### config.mk
export PLATFORM = sky130hd
export DESIGN_NAME = umc_mode_ctrl
export DESIGN_NICKNAME = d
export VERILOG_FILES = /design/src/logic/umc_pkg.sv /design/src/logic/umc_mode_ctrl.sv
export SDC_FILE = /design/constraint.sdc
export NUM_CORES = 1
export LEC_CHECK = 0
export BUFFER_PORTS_ARGS = -buffer_cell sky130_fd_sc_hd__buf_4
export CAP_MARGIN = 0
export CORE_ASPECT_RATIO = 0.7
export CORE_MARGIN = 1
export CORE_UTILIZATION = 50
export CTS_BUF_LIST = sky130_fd_sc_hd__clkbuf_8
export DETAILED_ROUTE_END_ITERATION = 7
export PLACE_DENSITY = 0.82
export SLEW_MARGIN = 20
export SYNTH_ARGS = -nofsm -noshare
export SYNTH_HDL_FRONTEND = slang
export SYNTH_SLANG_ARGS = --single-unit
### constraint.sdc
create_clock -name I_CLK -period 5.3 [get_ports I_CLK]
set_clock_uncertainty 0.15 [all_clocks]
set_input_delay 0.53 -clock I_CLK [delete_from_list [all_inputs] [get_ports I_CLK]]
set_output_delay 0.53 -clock I_CLK [all_outputs]
set_load 0.01 [all_outputs]
### src/logic/umc_pkg.sv
// package for the serial mode-control block: offsets, fields, types
package umc_pkg;
  // register byte offsets
  localparam logic [3:0] UMC_MODE_OFS   = 4'h0;
  localparam logic [3:0] UMC_STAT_OFS   = 4'h4;
  localparam logic [3:0] UMC_IRQ_OFS    = 4'h8;
  localparam logic [3:0] UMC_MASK_OFS   = 4'hC;
  // mode register field positions
  localparam int UMC_EN_BIT     = 15;
  localparam int UMC_SIDL_BIT   = 13;
  localparam int UMC_IR_BIT     = 12;
  localparam int UMC_RTSMODE_BIT = 11;
  localparam int UMC_PINSEL_LO  = 8;
  localparam int UMC_WAKE_BIT   = 7;
  localparam int UMC_LOOP_BIT   = 6;
  localparam int UMC_ABD_BIT    = 5;
  // writable bits of the mode register; 14 and 10 are not implemented
  localparam logic [15:0] UMC_MODE_WMASK = 16'hBBFF;
  localparam logic [15:0] UMC_MODE_RST   = 16'h0000;
  localparam logic [2:0]  UMC_IRQ_RST    = 3'h0;
  // interrupt status bit positions
  localparam int UMC_IRQ_WAKE  = 0;
  localparam int UMC_IRQ_ABD   = 1;
  localparam int UMC_IRQ_ABERR = 2;
  // auto-rate sync character and edge count (0x55 gives 5 falling edges)
  localparam logic [7:0] UMC_SYNC_CHAR  = 8'h55;
  localparam logic [2:0] UMC_SYNC_EDGES = 3'h5;
  // pin-enable selections
  localparam logic [1:0] UMC_PINS_TXRX  = 2'h0;
  localparam logic [1:0] UMC_PINS_RTS   = 2'h1;
  localparam logic [1:0] UMC_PINS_FLOW  = 2'h2;
  localparam logic [1:0] UMC_PINS_BCLK  = 2'h3;

  typedef enum logic [2:0] {
    UMC_AB_IDLE  = 3'b001,
    UMC_AB_COUNT = 3'b010,
    UMC_AB_DONE  = 3'b100
  } umc_ab_state_type;

  // pin ownership bundle toward the pad ring
  typedef struct packed {
    logic tx_own;
    logic rx_own;
    logic cts_own;
    logic rts_own;
    logic bclk_own;
  } umc_pin_own_type;
endpackage

### src/logic/umc_mode_ctrl.sv
// mode-control logic of the asynchronous serial port
//
// Summary of operation
// - enable bit hands pins to serial module
// - disabled: pins to port latches, low power
// - bits 14 and 10 read zero
// - stop-in-idle halts module during idle
// - infrared bit enables encoder and decoder, not in high-speed mode
// - request pin simplex or flow-control mode
// - select 11: tx, rx, baud clock
// - select 10: tx, rx, cts, rts
// - select 01: tx, rx, rts
// - select 00: tx and rx only
// - wake bit samples rx, irq on fall while asleep
// - wake bit clears on following rise
// - loopback bit selects loopback mode
// - auto-rate measures next 0x55 character
// - auto-rate bit reads zero when done
// - hardware clears wake and auto-rate; reset zero
`timescale 1ns/100ps
`default_nettype none
module umc_mode_ctrl
  import umc_pkg::*;
#(
  parameter int CNT_W = 20
) (
  // clock and reset
  input  wire logic                  I_CLK,
  input  wire logic                  I_SYS_RST,
  // wishbone slave
  input  wire logic                  I_WB_CYC,
  input  wire logic                  I_WB_STB,
  input  wire logic                  I_WB_WE,
  input  wire logic [3:0]            I_WB_ADR,
  input  wire logic [3:0]            I_WB_SEL,
  input  wire logic [31:0]           I_WB_DAT,
  output logic      [31:0]           O_WB_DAT,
  output logic                       O_WB_ACK,
  output logic                       O_WB_ERR,
  // power state of the device
  input  wire logic                  I_IDLE,
  input  wire logic                  I_SLEEP,
  // serial datapath side
  input  wire logic                  I_CORE_TX,
  input  wire logic                  I_CORE_RTS,
  input  wire logic                  I_CORE_BCLK,
  input  wire logic                  I_HIGH_SPEED_RATE_SELECT,
  output logic                       O_CORE_RX,
  output logic                       O_CORE_CTS,
  output logic                       O_CORE_RUN,
  output logic                       O_INFRARED_CODEC_ENABLE,
  output logic                       O_REQUEST_PIN_MODE,
  output logic                       O_LOOPBACK_SELECT,
  output logic [CNT_W-1:0]           O_RATE_COUNT,
  // pins
  input  wire logic                  I_SERIAL_RECEIVE_PIN,
  input  wire logic                  I_CLEAR_TO_SEND_PIN,
  output logic                       O_SERIAL_TRANSMIT_PIN,
  output logic                       O_REQUEST_TO_SEND_PIN,
  output umc_pin_own_type            O_PIN_OWN,
  // interrupt
  output logic                       O_IRQ
);

  logic [15:0]      mode_reg, mode_next;
  logic [2:0]       irq_reg, irq_next;
  logic [2:0]       mask_reg, mask_next;
  logic             ack_reg, ack_next;
  logic             err_reg, err_next;
  logic [31:0]      rdat_reg, rdat_next;
  logic [1:0]       rx_sync_reg, cts_sync_reg;
  logic             rx_last_reg;
  logic             wake_arm_reg, wake_arm_next;
  umc_ab_state_type ab_reg, ab_next;
  logic [2:0]       edge_reg, edge_next;
  logic [CNT_W-1:0] cnt_reg, cnt_next;
  logic [CNT_W-1:0] rate_reg, rate_next;

  logic             rx_s, rx_in, rx_fall, rx_rise;
  logic             bus_req, wr_en, rd_hit;
  logic [2:0]       irq_set;
  logic             wake_clr, abd_clr;

  // bus offset decode, used for reads and writes
  function automatic logic is_ofs(input logic [3:0] a, input logic [3:0] o);
    return a == o;
  endfunction

  assign bus_req = I_WB_CYC && I_WB_STB && !ack_reg && !err_reg;
  assign wr_en   = bus_req && I_WB_WE;
  assign rd_hit  = is_ofs(I_WB_ADR, UMC_MODE_OFS) ||
                   is_ofs(I_WB_ADR, UMC_STAT_OFS) ||
                   is_ofs(I_WB_ADR, UMC_IRQ_OFS)  ||
                   is_ofs(I_WB_ADR, UMC_MASK_OFS);

  // receive pin and cts synchronisers; rx_s is the second stage
  always_ff @(posedge I_CLK) begin
    if (I_SYS_RST) begin
      rx_sync_reg  <= 2'h3;
      cts_sync_reg <= 2'h3;
      rx_last_reg  <= 1'b1;
    end else begin
      rx_sync_reg  <= {rx_sync_reg[0], I_SERIAL_RECEIVE_PIN};
      cts_sync_reg <= {cts_sync_reg[0], I_CLEAR_TO_SEND_PIN};
      rx_last_reg  <= rx_in;
    end
  end
  assign rx_s = rx_sync_reg[1];

  // loopback feeds the transmitter into the receiver, pin ignored
  assign rx_in   = mode_reg[UMC_LOOP_BIT] ? I_CORE_TX : rx_s;
  assign rx_fall = rx_last_reg && !rx_in;
  assign rx_rise = !rx_last_reg && rx_in;

  // pin ownership per selection; all pins to port latches when disabled
  always_comb begin
    O_PIN_OWN = '0;
    if (mode_reg[UMC_EN_BIT]) begin
      O_PIN_OWN.tx_own = 1'b1;
      O_PIN_OWN.rx_own = 1'b1;
      unique case (mode_reg[UMC_PINSEL_LO +: 2])
        UMC_PINS_TXRX: ;
        UMC_PINS_RTS:  O_PIN_OWN.rts_own = 1'b1;
        UMC_PINS_FLOW: begin
          O_PIN_OWN.cts_own = 1'b1;
          O_PIN_OWN.rts_own = 1'b1;
        end
        UMC_PINS_BCLK: O_PIN_OWN.bclk_own = 1'b1;
      endcase
    end
  end

  // the pad ring uses O_PIN_OWN to pick between these and port latches
  assign O_SERIAL_TRANSMIT_PIN = O_PIN_OWN.tx_own ? I_CORE_TX : 1'b1;
  assign O_REQUEST_TO_SEND_PIN = O_PIN_OWN.bclk_own ? I_CORE_BCLK :
                                 O_PIN_OWN.rts_own ? I_CORE_RTS : 1'b1;
  assign O_CORE_RX  = rx_in;
  assign O_CORE_CTS = O_PIN_OWN.cts_own ? cts_sync_reg[1] : 1'b0;
  // run only when enabled and not stopped by idle
  assign O_CORE_RUN = mode_reg[UMC_EN_BIT] &&
                      !(mode_reg[UMC_SIDL_BIT] && I_IDLE);
  // software keeps this clear in high-speed mode; gated here as well
  assign O_INFRARED_CODEC_ENABLE = mode_reg[UMC_IR_BIT] &&
                                   !I_HIGH_SPEED_RATE_SELECT;
  assign O_REQUEST_PIN_MODE = mode_reg[UMC_RTSMODE_BIT];
  assign O_LOOPBACK_SELECT  = mode_reg[UMC_LOOP_BIT];
  assign O_RATE_COUNT       = rate_reg;

  // wake detector: a falling edge while asleep arms, next rise clears
  always_comb begin
    wake_arm_next = wake_arm_reg;
    wake_clr      = 1'b0;
    irq_set       = '0;
    if (!mode_reg[UMC_WAKE_BIT]) begin
      wake_arm_next = 1'b0;
    end else if (!wake_arm_reg && rx_fall && I_SLEEP) begin
      wake_arm_next = 1'b1;
      irq_set[UMC_IRQ_WAKE] = 1'b1;
    end else if (wake_arm_reg && rx_rise) begin
      wake_arm_next = 1'b0;
      wake_clr      = 1'b1;
    end
    if (ab_reg == UMC_AB_DONE) begin
      irq_set[UMC_IRQ_ABD] = 1'b1;
    end
    if (ab_reg == UMC_AB_COUNT && &cnt_reg) begin
      irq_set[UMC_IRQ_ABERR] = 1'b1;
    end
  end

  // auto-rate: count clocks over the five falling edges of 0x55
  always_comb begin
    ab_next   = ab_reg;
    edge_next = edge_reg;
    cnt_next  = cnt_reg;
    rate_next = rate_reg;
    abd_clr   = 1'b0;
    unique case (ab_reg)
      UMC_AB_IDLE: begin
        edge_next = '0;
        cnt_next  = '0;
        if (mode_reg[UMC_ABD_BIT] && rx_fall) begin
          ab_next   = UMC_AB_COUNT;
          edge_next = 3'h1;
        end
      end
      UMC_AB_COUNT: begin
        cnt_next = cnt_reg + 1'b1;
        if (!mode_reg[UMC_ABD_BIT] || &cnt_reg) begin
          ab_next = UMC_AB_IDLE;
          abd_clr = 1'b1;
        end else if (rx_fall) begin
          edge_next = edge_reg + 3'h1;
          if (edge_reg + 3'h1 == UMC_SYNC_EDGES) begin
            ab_next   = UMC_AB_DONE;
            rate_next = cnt_reg + 1'b1;
          end
        end
      end
      UMC_AB_DONE: begin
        ab_next = UMC_AB_IDLE;
        abd_clr = 1'b1;
      end
      default: ab_next = UMC_AB_IDLE;
    endcase
  end

  // register file; hardware clear loses to a software write of one
  always_comb begin
    mode_next = mode_reg;
    irq_next  = irq_reg;
    mask_next = mask_reg;
    if (wake_clr) mode_next[UMC_WAKE_BIT] = 1'b0;
    if (abd_clr)  mode_next[UMC_ABD_BIT]  = 1'b0;
    if (wr_en && is_ofs(I_WB_ADR, UMC_MODE_OFS)) begin
      if (I_WB_SEL[0]) mode_next[7:0] = I_WB_DAT[7:0];
      if (I_WB_SEL[1]) mode_next[15:8] = I_WB_DAT[15:8];
      mode_next = mode_next & UMC_MODE_WMASK;
    end
    if (wr_en && I_WB_SEL[0] && is_ofs(I_WB_ADR, UMC_IRQ_OFS)) begin
      irq_next = irq_next & ~I_WB_DAT[2:0];
    end
    if (wr_en && I_WB_SEL[0] && is_ofs(I_WB_ADR, UMC_MASK_OFS)) begin
      mask_next = I_WB_DAT[2:0];
    end
    irq_next = irq_next | irq_set;
  end

  // bus answer one cycle after the request, error on unmapped offset
  always_comb begin
    ack_next  = bus_req && rd_hit;
    err_next  = bus_req && !rd_hit;
    rdat_next = rdat_reg;
    if (bus_req && !I_WB_WE) begin
      rdat_next = '0;
      if (is_ofs(I_WB_ADR, UMC_MODE_OFS)) begin
        rdat_next[15:0] = mode_reg & UMC_MODE_WMASK;
      end else if (is_ofs(I_WB_ADR, UMC_STAT_OFS)) begin
        rdat_next[3:0] = {O_CORE_RUN, wake_arm_reg,
                          ab_reg == UMC_AB_COUNT, rx_in};
      end else if (is_ofs(I_WB_ADR, UMC_IRQ_OFS)) begin
        rdat_next[2:0] = irq_reg;
      end else if (is_ofs(I_WB_ADR, UMC_MASK_OFS)) begin
        rdat_next[2:0] = mask_reg;
      end
    end
  end

  always_ff @(posedge I_CLK) begin
    if (I_SYS_RST) begin
      mode_reg     <= UMC_MODE_RST;
      irq_reg      <= UMC_IRQ_RST;
      mask_reg     <= UMC_IRQ_RST;
      ack_reg      <= 1'b0;
      err_reg      <= 1'b0;
      rdat_reg     <= '0;
      wake_arm_reg <= 1'b0;
      ab_reg       <= UMC_AB_IDLE;
      edge_reg     <= '0;
      cnt_reg      <= '0;
      rate_reg     <= '0;
    end else begin
      mode_reg     <= mode_next;
      irq_reg      <= irq_next;
      mask_reg     <= mask_next;
      ack_reg      <= ack_next;
      err_reg      <= err_next;
      rdat_reg     <= rdat_next;
      wake_arm_reg <= wake_arm_next;
      ab_reg       <= ab_next;
      edge_reg     <= edge_next;
      cnt_reg      <= cnt_next;
      rate_reg     <= rate_next;
    end
  end

  assign O_WB_DAT = rdat_reg;
  assign O_WB_ACK = ack_reg;
  assign O_WB_ERR = err_reg;
  assign O_IRQ    = |(irq_reg & mask_reg);

  // checks
  reserved_zero_a: assert property (@(posedge I_CLK) disable iff (I_SYS_RST)
    mode_reg[14] == 1'b0 && mode_reg[10] == 1'b0)
    else $error("reserved mode bit set");
  disabled_pins_a: assert property (@(posedge I_CLK) disable iff (I_SYS_RST)
    !mode_reg[UMC_EN_BIT] |-> O_PIN_OWN == '0 && !O_CORE_RUN)
    else $error("pins owned while disabled");
  enabled_pins_a: assert property (@(posedge I_CLK) disable iff (I_SYS_RST)
    mode_reg[UMC_EN_BIT] |-> O_PIN_OWN.tx_own && O_PIN_OWN.rx_own)
    else $error("tx or rx not owned while enabled");
  flow_pins_a: assert property (@(posedge I_CLK) disable iff (I_SYS_RST)
    mode_reg[UMC_EN_BIT] && mode_reg[9:8] == UMC_PINS_FLOW
    |-> O_PIN_OWN.cts_own && O_PIN_OWN.rts_own)
    else $error("flow selection missing pins");
  bclk_pins_a: assert property (@(posedge I_CLK) disable iff (I_SYS_RST)
    mode_reg[UMC_EN_BIT] && mode_reg[9:8] == UMC_PINS_BCLK
    |-> O_PIN_OWN.bclk_own && !O_PIN_OWN.cts_own)
    else $error("baud clock selection wrong");
  rts_pins_a: assert property (@(posedge I_CLK) disable iff (I_SYS_RST)
    mode_reg[UMC_EN_BIT] && mode_reg[9:8] == UMC_PINS_RTS
    |-> O_PIN_OWN.rts_own && !O_PIN_OWN.cts_own)
    else $error("rts selection wrong");
  idle_stop_a: assert property (@(posedge I_CLK) disable iff (I_SYS_RST)
    mode_reg[UMC_SIDL_BIT] && I_IDLE |-> !O_CORE_RUN)
    else $error("running in idle");
  wake_irq_a: assert property (@(posedge I_CLK) disable iff (I_SYS_RST)
    mode_reg[UMC_WAKE_BIT] && !wake_arm_reg && rx_fall && I_SLEEP
    |=> irq_reg[UMC_IRQ_WAKE] && wake_arm_reg)
    else $error("wake edge lost");
  wake_clear_a: assert property (@(posedge I_CLK) disable iff (I_SYS_RST)
    wake_arm_reg && rx_rise && mode_reg[UMC_WAKE_BIT] && !wr_en
    |=> !mode_reg[UMC_WAKE_BIT])
    else $error("wake bit not cleared");
  abd_clear_a: assert property (@(posedge I_CLK) disable iff (I_SYS_RST)
    ab_reg == UMC_AB_DONE && !wr_en |=> !mode_reg[UMC_ABD_BIT])
    else $error("auto-rate bit not cleared");
  loop_route_a: assert property (@(posedge I_CLK) disable iff (I_SYS_RST)
    mode_reg[UMC_LOOP_BIT] |-> O_CORE_RX == I_CORE_TX)
    else $error("loopback not routed");
  ack_one_a: assert property (@(posedge I_CLK) disable iff (I_SYS_RST)
    O_WB_ACK |=> !O_WB_ACK)
    else $error("ack held");
  // mode outputs, pin drive, wake arming, auto-rate start and abort, bus error
  ir_enable_a: assert property (@(posedge I_CLK) disable iff (I_SYS_RST)
    mode_reg[UMC_IR_BIT] != O_INFRARED_CODEC_ENABLE |-> I_HIGH_SPEED_RATE_SELECT)
    else $error("infrared enable wrong");
  rts_mode_a: assert property (@(posedge I_CLK) disable iff (I_SYS_RST)
    O_REQUEST_PIN_MODE == mode_reg[UMC_RTSMODE_BIT])
    else $error("request pin mode wrong");
  txrx_pins_a: assert property (@(posedge I_CLK) disable iff (I_SYS_RST)
    mode_reg[UMC_EN_BIT] && mode_reg[9:8] == UMC_PINS_TXRX
    |-> !O_PIN_OWN.cts_own && !O_PIN_OWN.rts_own && !O_PIN_OWN.bclk_own)
    else $error("tx rx selection owns extra pins");
  run_through_idle_a: assert property (@(posedge I_CLK) disable iff (I_SYS_RST)
    mode_reg[UMC_EN_BIT] && !mode_reg[UMC_SIDL_BIT] |-> O_CORE_RUN)
    else $error("stopped without stop-in-idle");
  loop_off_a: assert property (@(posedge I_CLK) disable iff (I_SYS_RST)
    !mode_reg[UMC_LOOP_BIT] |-> O_CORE_RX == rx_sync_reg[1])
    else $error("receiver not fed from pin");
  tx_pin_a: assert property (@(posedge I_CLK) disable iff (I_SYS_RST)
    O_PIN_OWN.tx_own |-> O_SERIAL_TRANSMIT_PIN == I_CORE_TX)
    else $error("tx pin not driven by module");
  bclk_drive_a: assert property (@(posedge I_CLK) disable iff (I_SYS_RST)
    O_PIN_OWN.bclk_own |-> O_REQUEST_TO_SEND_PIN == I_CORE_BCLK)
    else $error("baud clock not on shared pin");
  wake_sleep_a: assert property (@(posedge I_CLK) disable iff (I_SYS_RST)
    !I_SLEEP && !wake_arm_reg |=> !wake_arm_reg)
    else $error("wake armed while awake");
  abd_start_a: assert property (@(posedge I_CLK) disable iff (I_SYS_RST)
    ab_reg == UMC_AB_IDLE && mode_reg[UMC_ABD_BIT] && rx_fall
    |=> ab_reg == UMC_AB_COUNT)
    else $error("auto-rate did not start");
  rate_ovf_a: assert property (@(posedge I_CLK) disable iff (I_SYS_RST)
    ab_reg == UMC_AB_COUNT && &cnt_reg && !wr_en
    |=> irq_reg[UMC_IRQ_ABERR] && !mode_reg[UMC_ABD_BIT])
    else $error("auto-rate overflow not flagged");
  err_one_a: assert property (@(posedge I_CLK) disable iff (I_SYS_RST)
    O_WB_ERR |=> !O_WB_ERR)
    else $error("error held");

  // scenarios worth seeing
  wake_cov: cover property (@(posedge I_CLK) wake_arm_reg ##[1:50] wake_clr);
  abd_cov: cover property (@(posedge I_CLK) ab_reg == UMC_AB_DONE);
  loop_cov: cover property (@(posedge I_CLK) mode_reg[UMC_LOOP_BIT] && rx_fall);
  irq_cov: cover property (@(posedge I_CLK) O_IRQ);
  ovf_cov: cover property (@(posedge I_CLK) irq_reg[UMC_IRQ_ABERR]);

endmodule
`default_nettype wire

==> results.ini <==
[outcome]
status = completed

[place]
portBuffers = 82
dp_hpwl_mm = 6.36
gp_congestion = 0.820
place_inst = 609

[layout]
areaGrowthSynthToFinish_pct = 19.0
drive_gt1_frac = 0.235
fin_nets = 577
diodes = 0
utilization = 0.618
layout_commonest_cell = dfxtp_1
final_cells = 625
final_cell_mix = 88 x dfxtp_1, 84 x buf_4, 68 x nor2_1

[setup_path]
r2r-end = O_WB_DAT[15]
worstSetupEndpointType = flop
endpoint = O_WB_DAT[15]
cp_data_arrival_time_ns = 2.74
cp_max_fo = 17
reg2reg_from = O_WB_ERR
worstSetupPathType = reg2reg
reg2reg_slack_ns = 2.70
worst_ep_required_time_ns = 5.44
cp_cell_sequence = nand4bb_1 > nand2b_1 > nor4_2 > a22oi_1 > nor2_1
slowest_delay_ns = 0.96
cp_slowest_cell = nor4_2
cp-startpoint = O_WB_ERR
r2r_cells = 5
startpoint_type = flop

[global_route]
grt_pass1_vias = 3149
grt_pass1_wl_mm = 15.2
gr-total-overflow = 0
grt_start_max_net_pins = 92
antenna_found_initial = 0
grt_usage = 0.218

[cts]
clock_latency_ns = 0.36
htree_levels = 3
path_clk_slew_ns = 0.09
cts_buffer_depth = 2
cts_tree = done
post_cts_resized = 0
numCtsBuffers = 9
cts_root_buf = clkbuf_8
clock-sinks = 88
hold_buffers = 0
cts_setup_buffers = 0

[floorplan]
core_um2 = 7940
die_h_um = 78.0
io_pins = 121
rows = 27
initial_core_util = 0.520
die-area_um2 = 8630
die_w_um = 111

[yosys]
syn_avg_cell_area_um2 = 9.03
syn_inst = 457
syn_area_um2 = 4130
ys_ff_latch = 88
seq_area_frac_synth = 0.427
ys.flop_type = dfxtp_1
synth-edff-count = 0
synth_cell_types = 57
synthArstFlopShare = 0
synth_warnings = 0

[sta]
whs_ns = 0.202
finalCritPeriodShare = 0.491
max_freq_mhz = 384
min_period_ns = 2.60
rsz0062_at_grt = no
hold_viol = 0
setup_viol = 0
tightest_slew_ns = 1.10
timing.setup.tns_ns = 0
slew_viol_final = 0
relSlewSlack = 0.261

[worst_hold_path]
hp-start = I_SERIAL_RECEIVE_PIN
min_path_type = in2reg

[power]
ir_drop_uv = 143
p_leak_nw = 1.99
p_per_area_nw_per_um2 = 252

[drt]
drt_iter0_markers = 293
drtPass1Iterations = 5
wl_per_cell_um = 14.5
drc_errors = 0
vias = 3499
drt-vias-per-instance = 5.60
ant_nets = 0
wl_mm = 9.08

[job]
cap_viol_max_count = 0

==> power breakdown <==
group,total (W),internal [W],switching (W)
clock,0.000522,0.000280,0.000242
sequential,0.000664,0.000663,0.000000915
combinational,0.0000512,0.0000217,0.0000295
total,0.00124,0.000964,0.000273
==> worst min path at each step <==
stage / to / slack, ns / cells after the start
after floorplan: cts_sync_reg[1] / 0.24 / 1
after global placement: rx_sync_reg[1] / 0.24 / 1
after detailed placement: rx_sync_reg[1] / 0.25 / 1
after CTS: rx_sync_reg[0] / 0.20 / 2
after global routing: rx_sync_reg[0] / 0.19 / 2
final: rx_sync_reg[0] / 0.20 / 2
==> final cells by class <==
cell class | count | area [um^2]
Timing Repair Buffer | 84 | 631
Multi-Input combinational cell | 326 | 2130
Clock buffer | 10 | 138
Sequential cell | 88 | 1760
Clock inverter | 6 | 90.1
Fill cell | 660 | 3030
Tap cell | 101 | 126
Inverter | 10 | 37.5
==> cell families (layout without fill, tap and decap cells) <==
group,count (synthesis),count (layout),share of synthesized area
and+or+nand+nor,162,162,0.214
xor gates and xnor gates,19,19,0.0403
other,1,18,0.000909
muxes,22,22,0.0625
DFF,88,88,0.427
AOI/OAI and AO/OA,100,100,0.165
buffers and inverters,60,110,0.0752
adders and majority gates,5,5,0.0152
==> through the flow <==
stage	instance area, um^2	setup WS, ns	total power (W)
after CTS	4910	2.79	0.00124
after global routing	4910	2.42	0.00128
final	4910	2.70	0.00124
after detailed placement	4680	2.58	0.000730
after global placement	4680	2.67	0.000729
after floorplan	4190	3.13	0.000717
==> critical path: cells and delay by family, from the launching register on <==
family,cells,cell delay [ns]
AOI/OAI and AO/OA,1,0.16
DFF,1,0.31
and+or+nand+nor,4,1.90
==> synthesized netlist by cell type (8+ instances only) <==
cell type	number	area share
a211oi_1	17	0.031
a21oi_1	26	0.032
a22oi_1	15	0.027
buf_2	8	0.0097
buf_4	20	0.036
clkbuf_1	22	0.020
dfxtp_1	88	0.43
inv_1	10	0.0091
mux2i_1	19	0.046
nand2_1	13	0.012
nand3_1	9	0.011
nand4_1	8	0.012
nor2_1	68	0.062
o21ai_0	15	0.018
xnor2_1	8	0.017
xor2_1	11	0.023
==> metal layers <==
layer  track usage  routed length (um)
met3        0.0547                 544
met1         0.297                4260
met2         0.339                4180
met5             0                   0
met4        0.0653                 100
No activity file was read; power rests on OpenSTA's default activity.
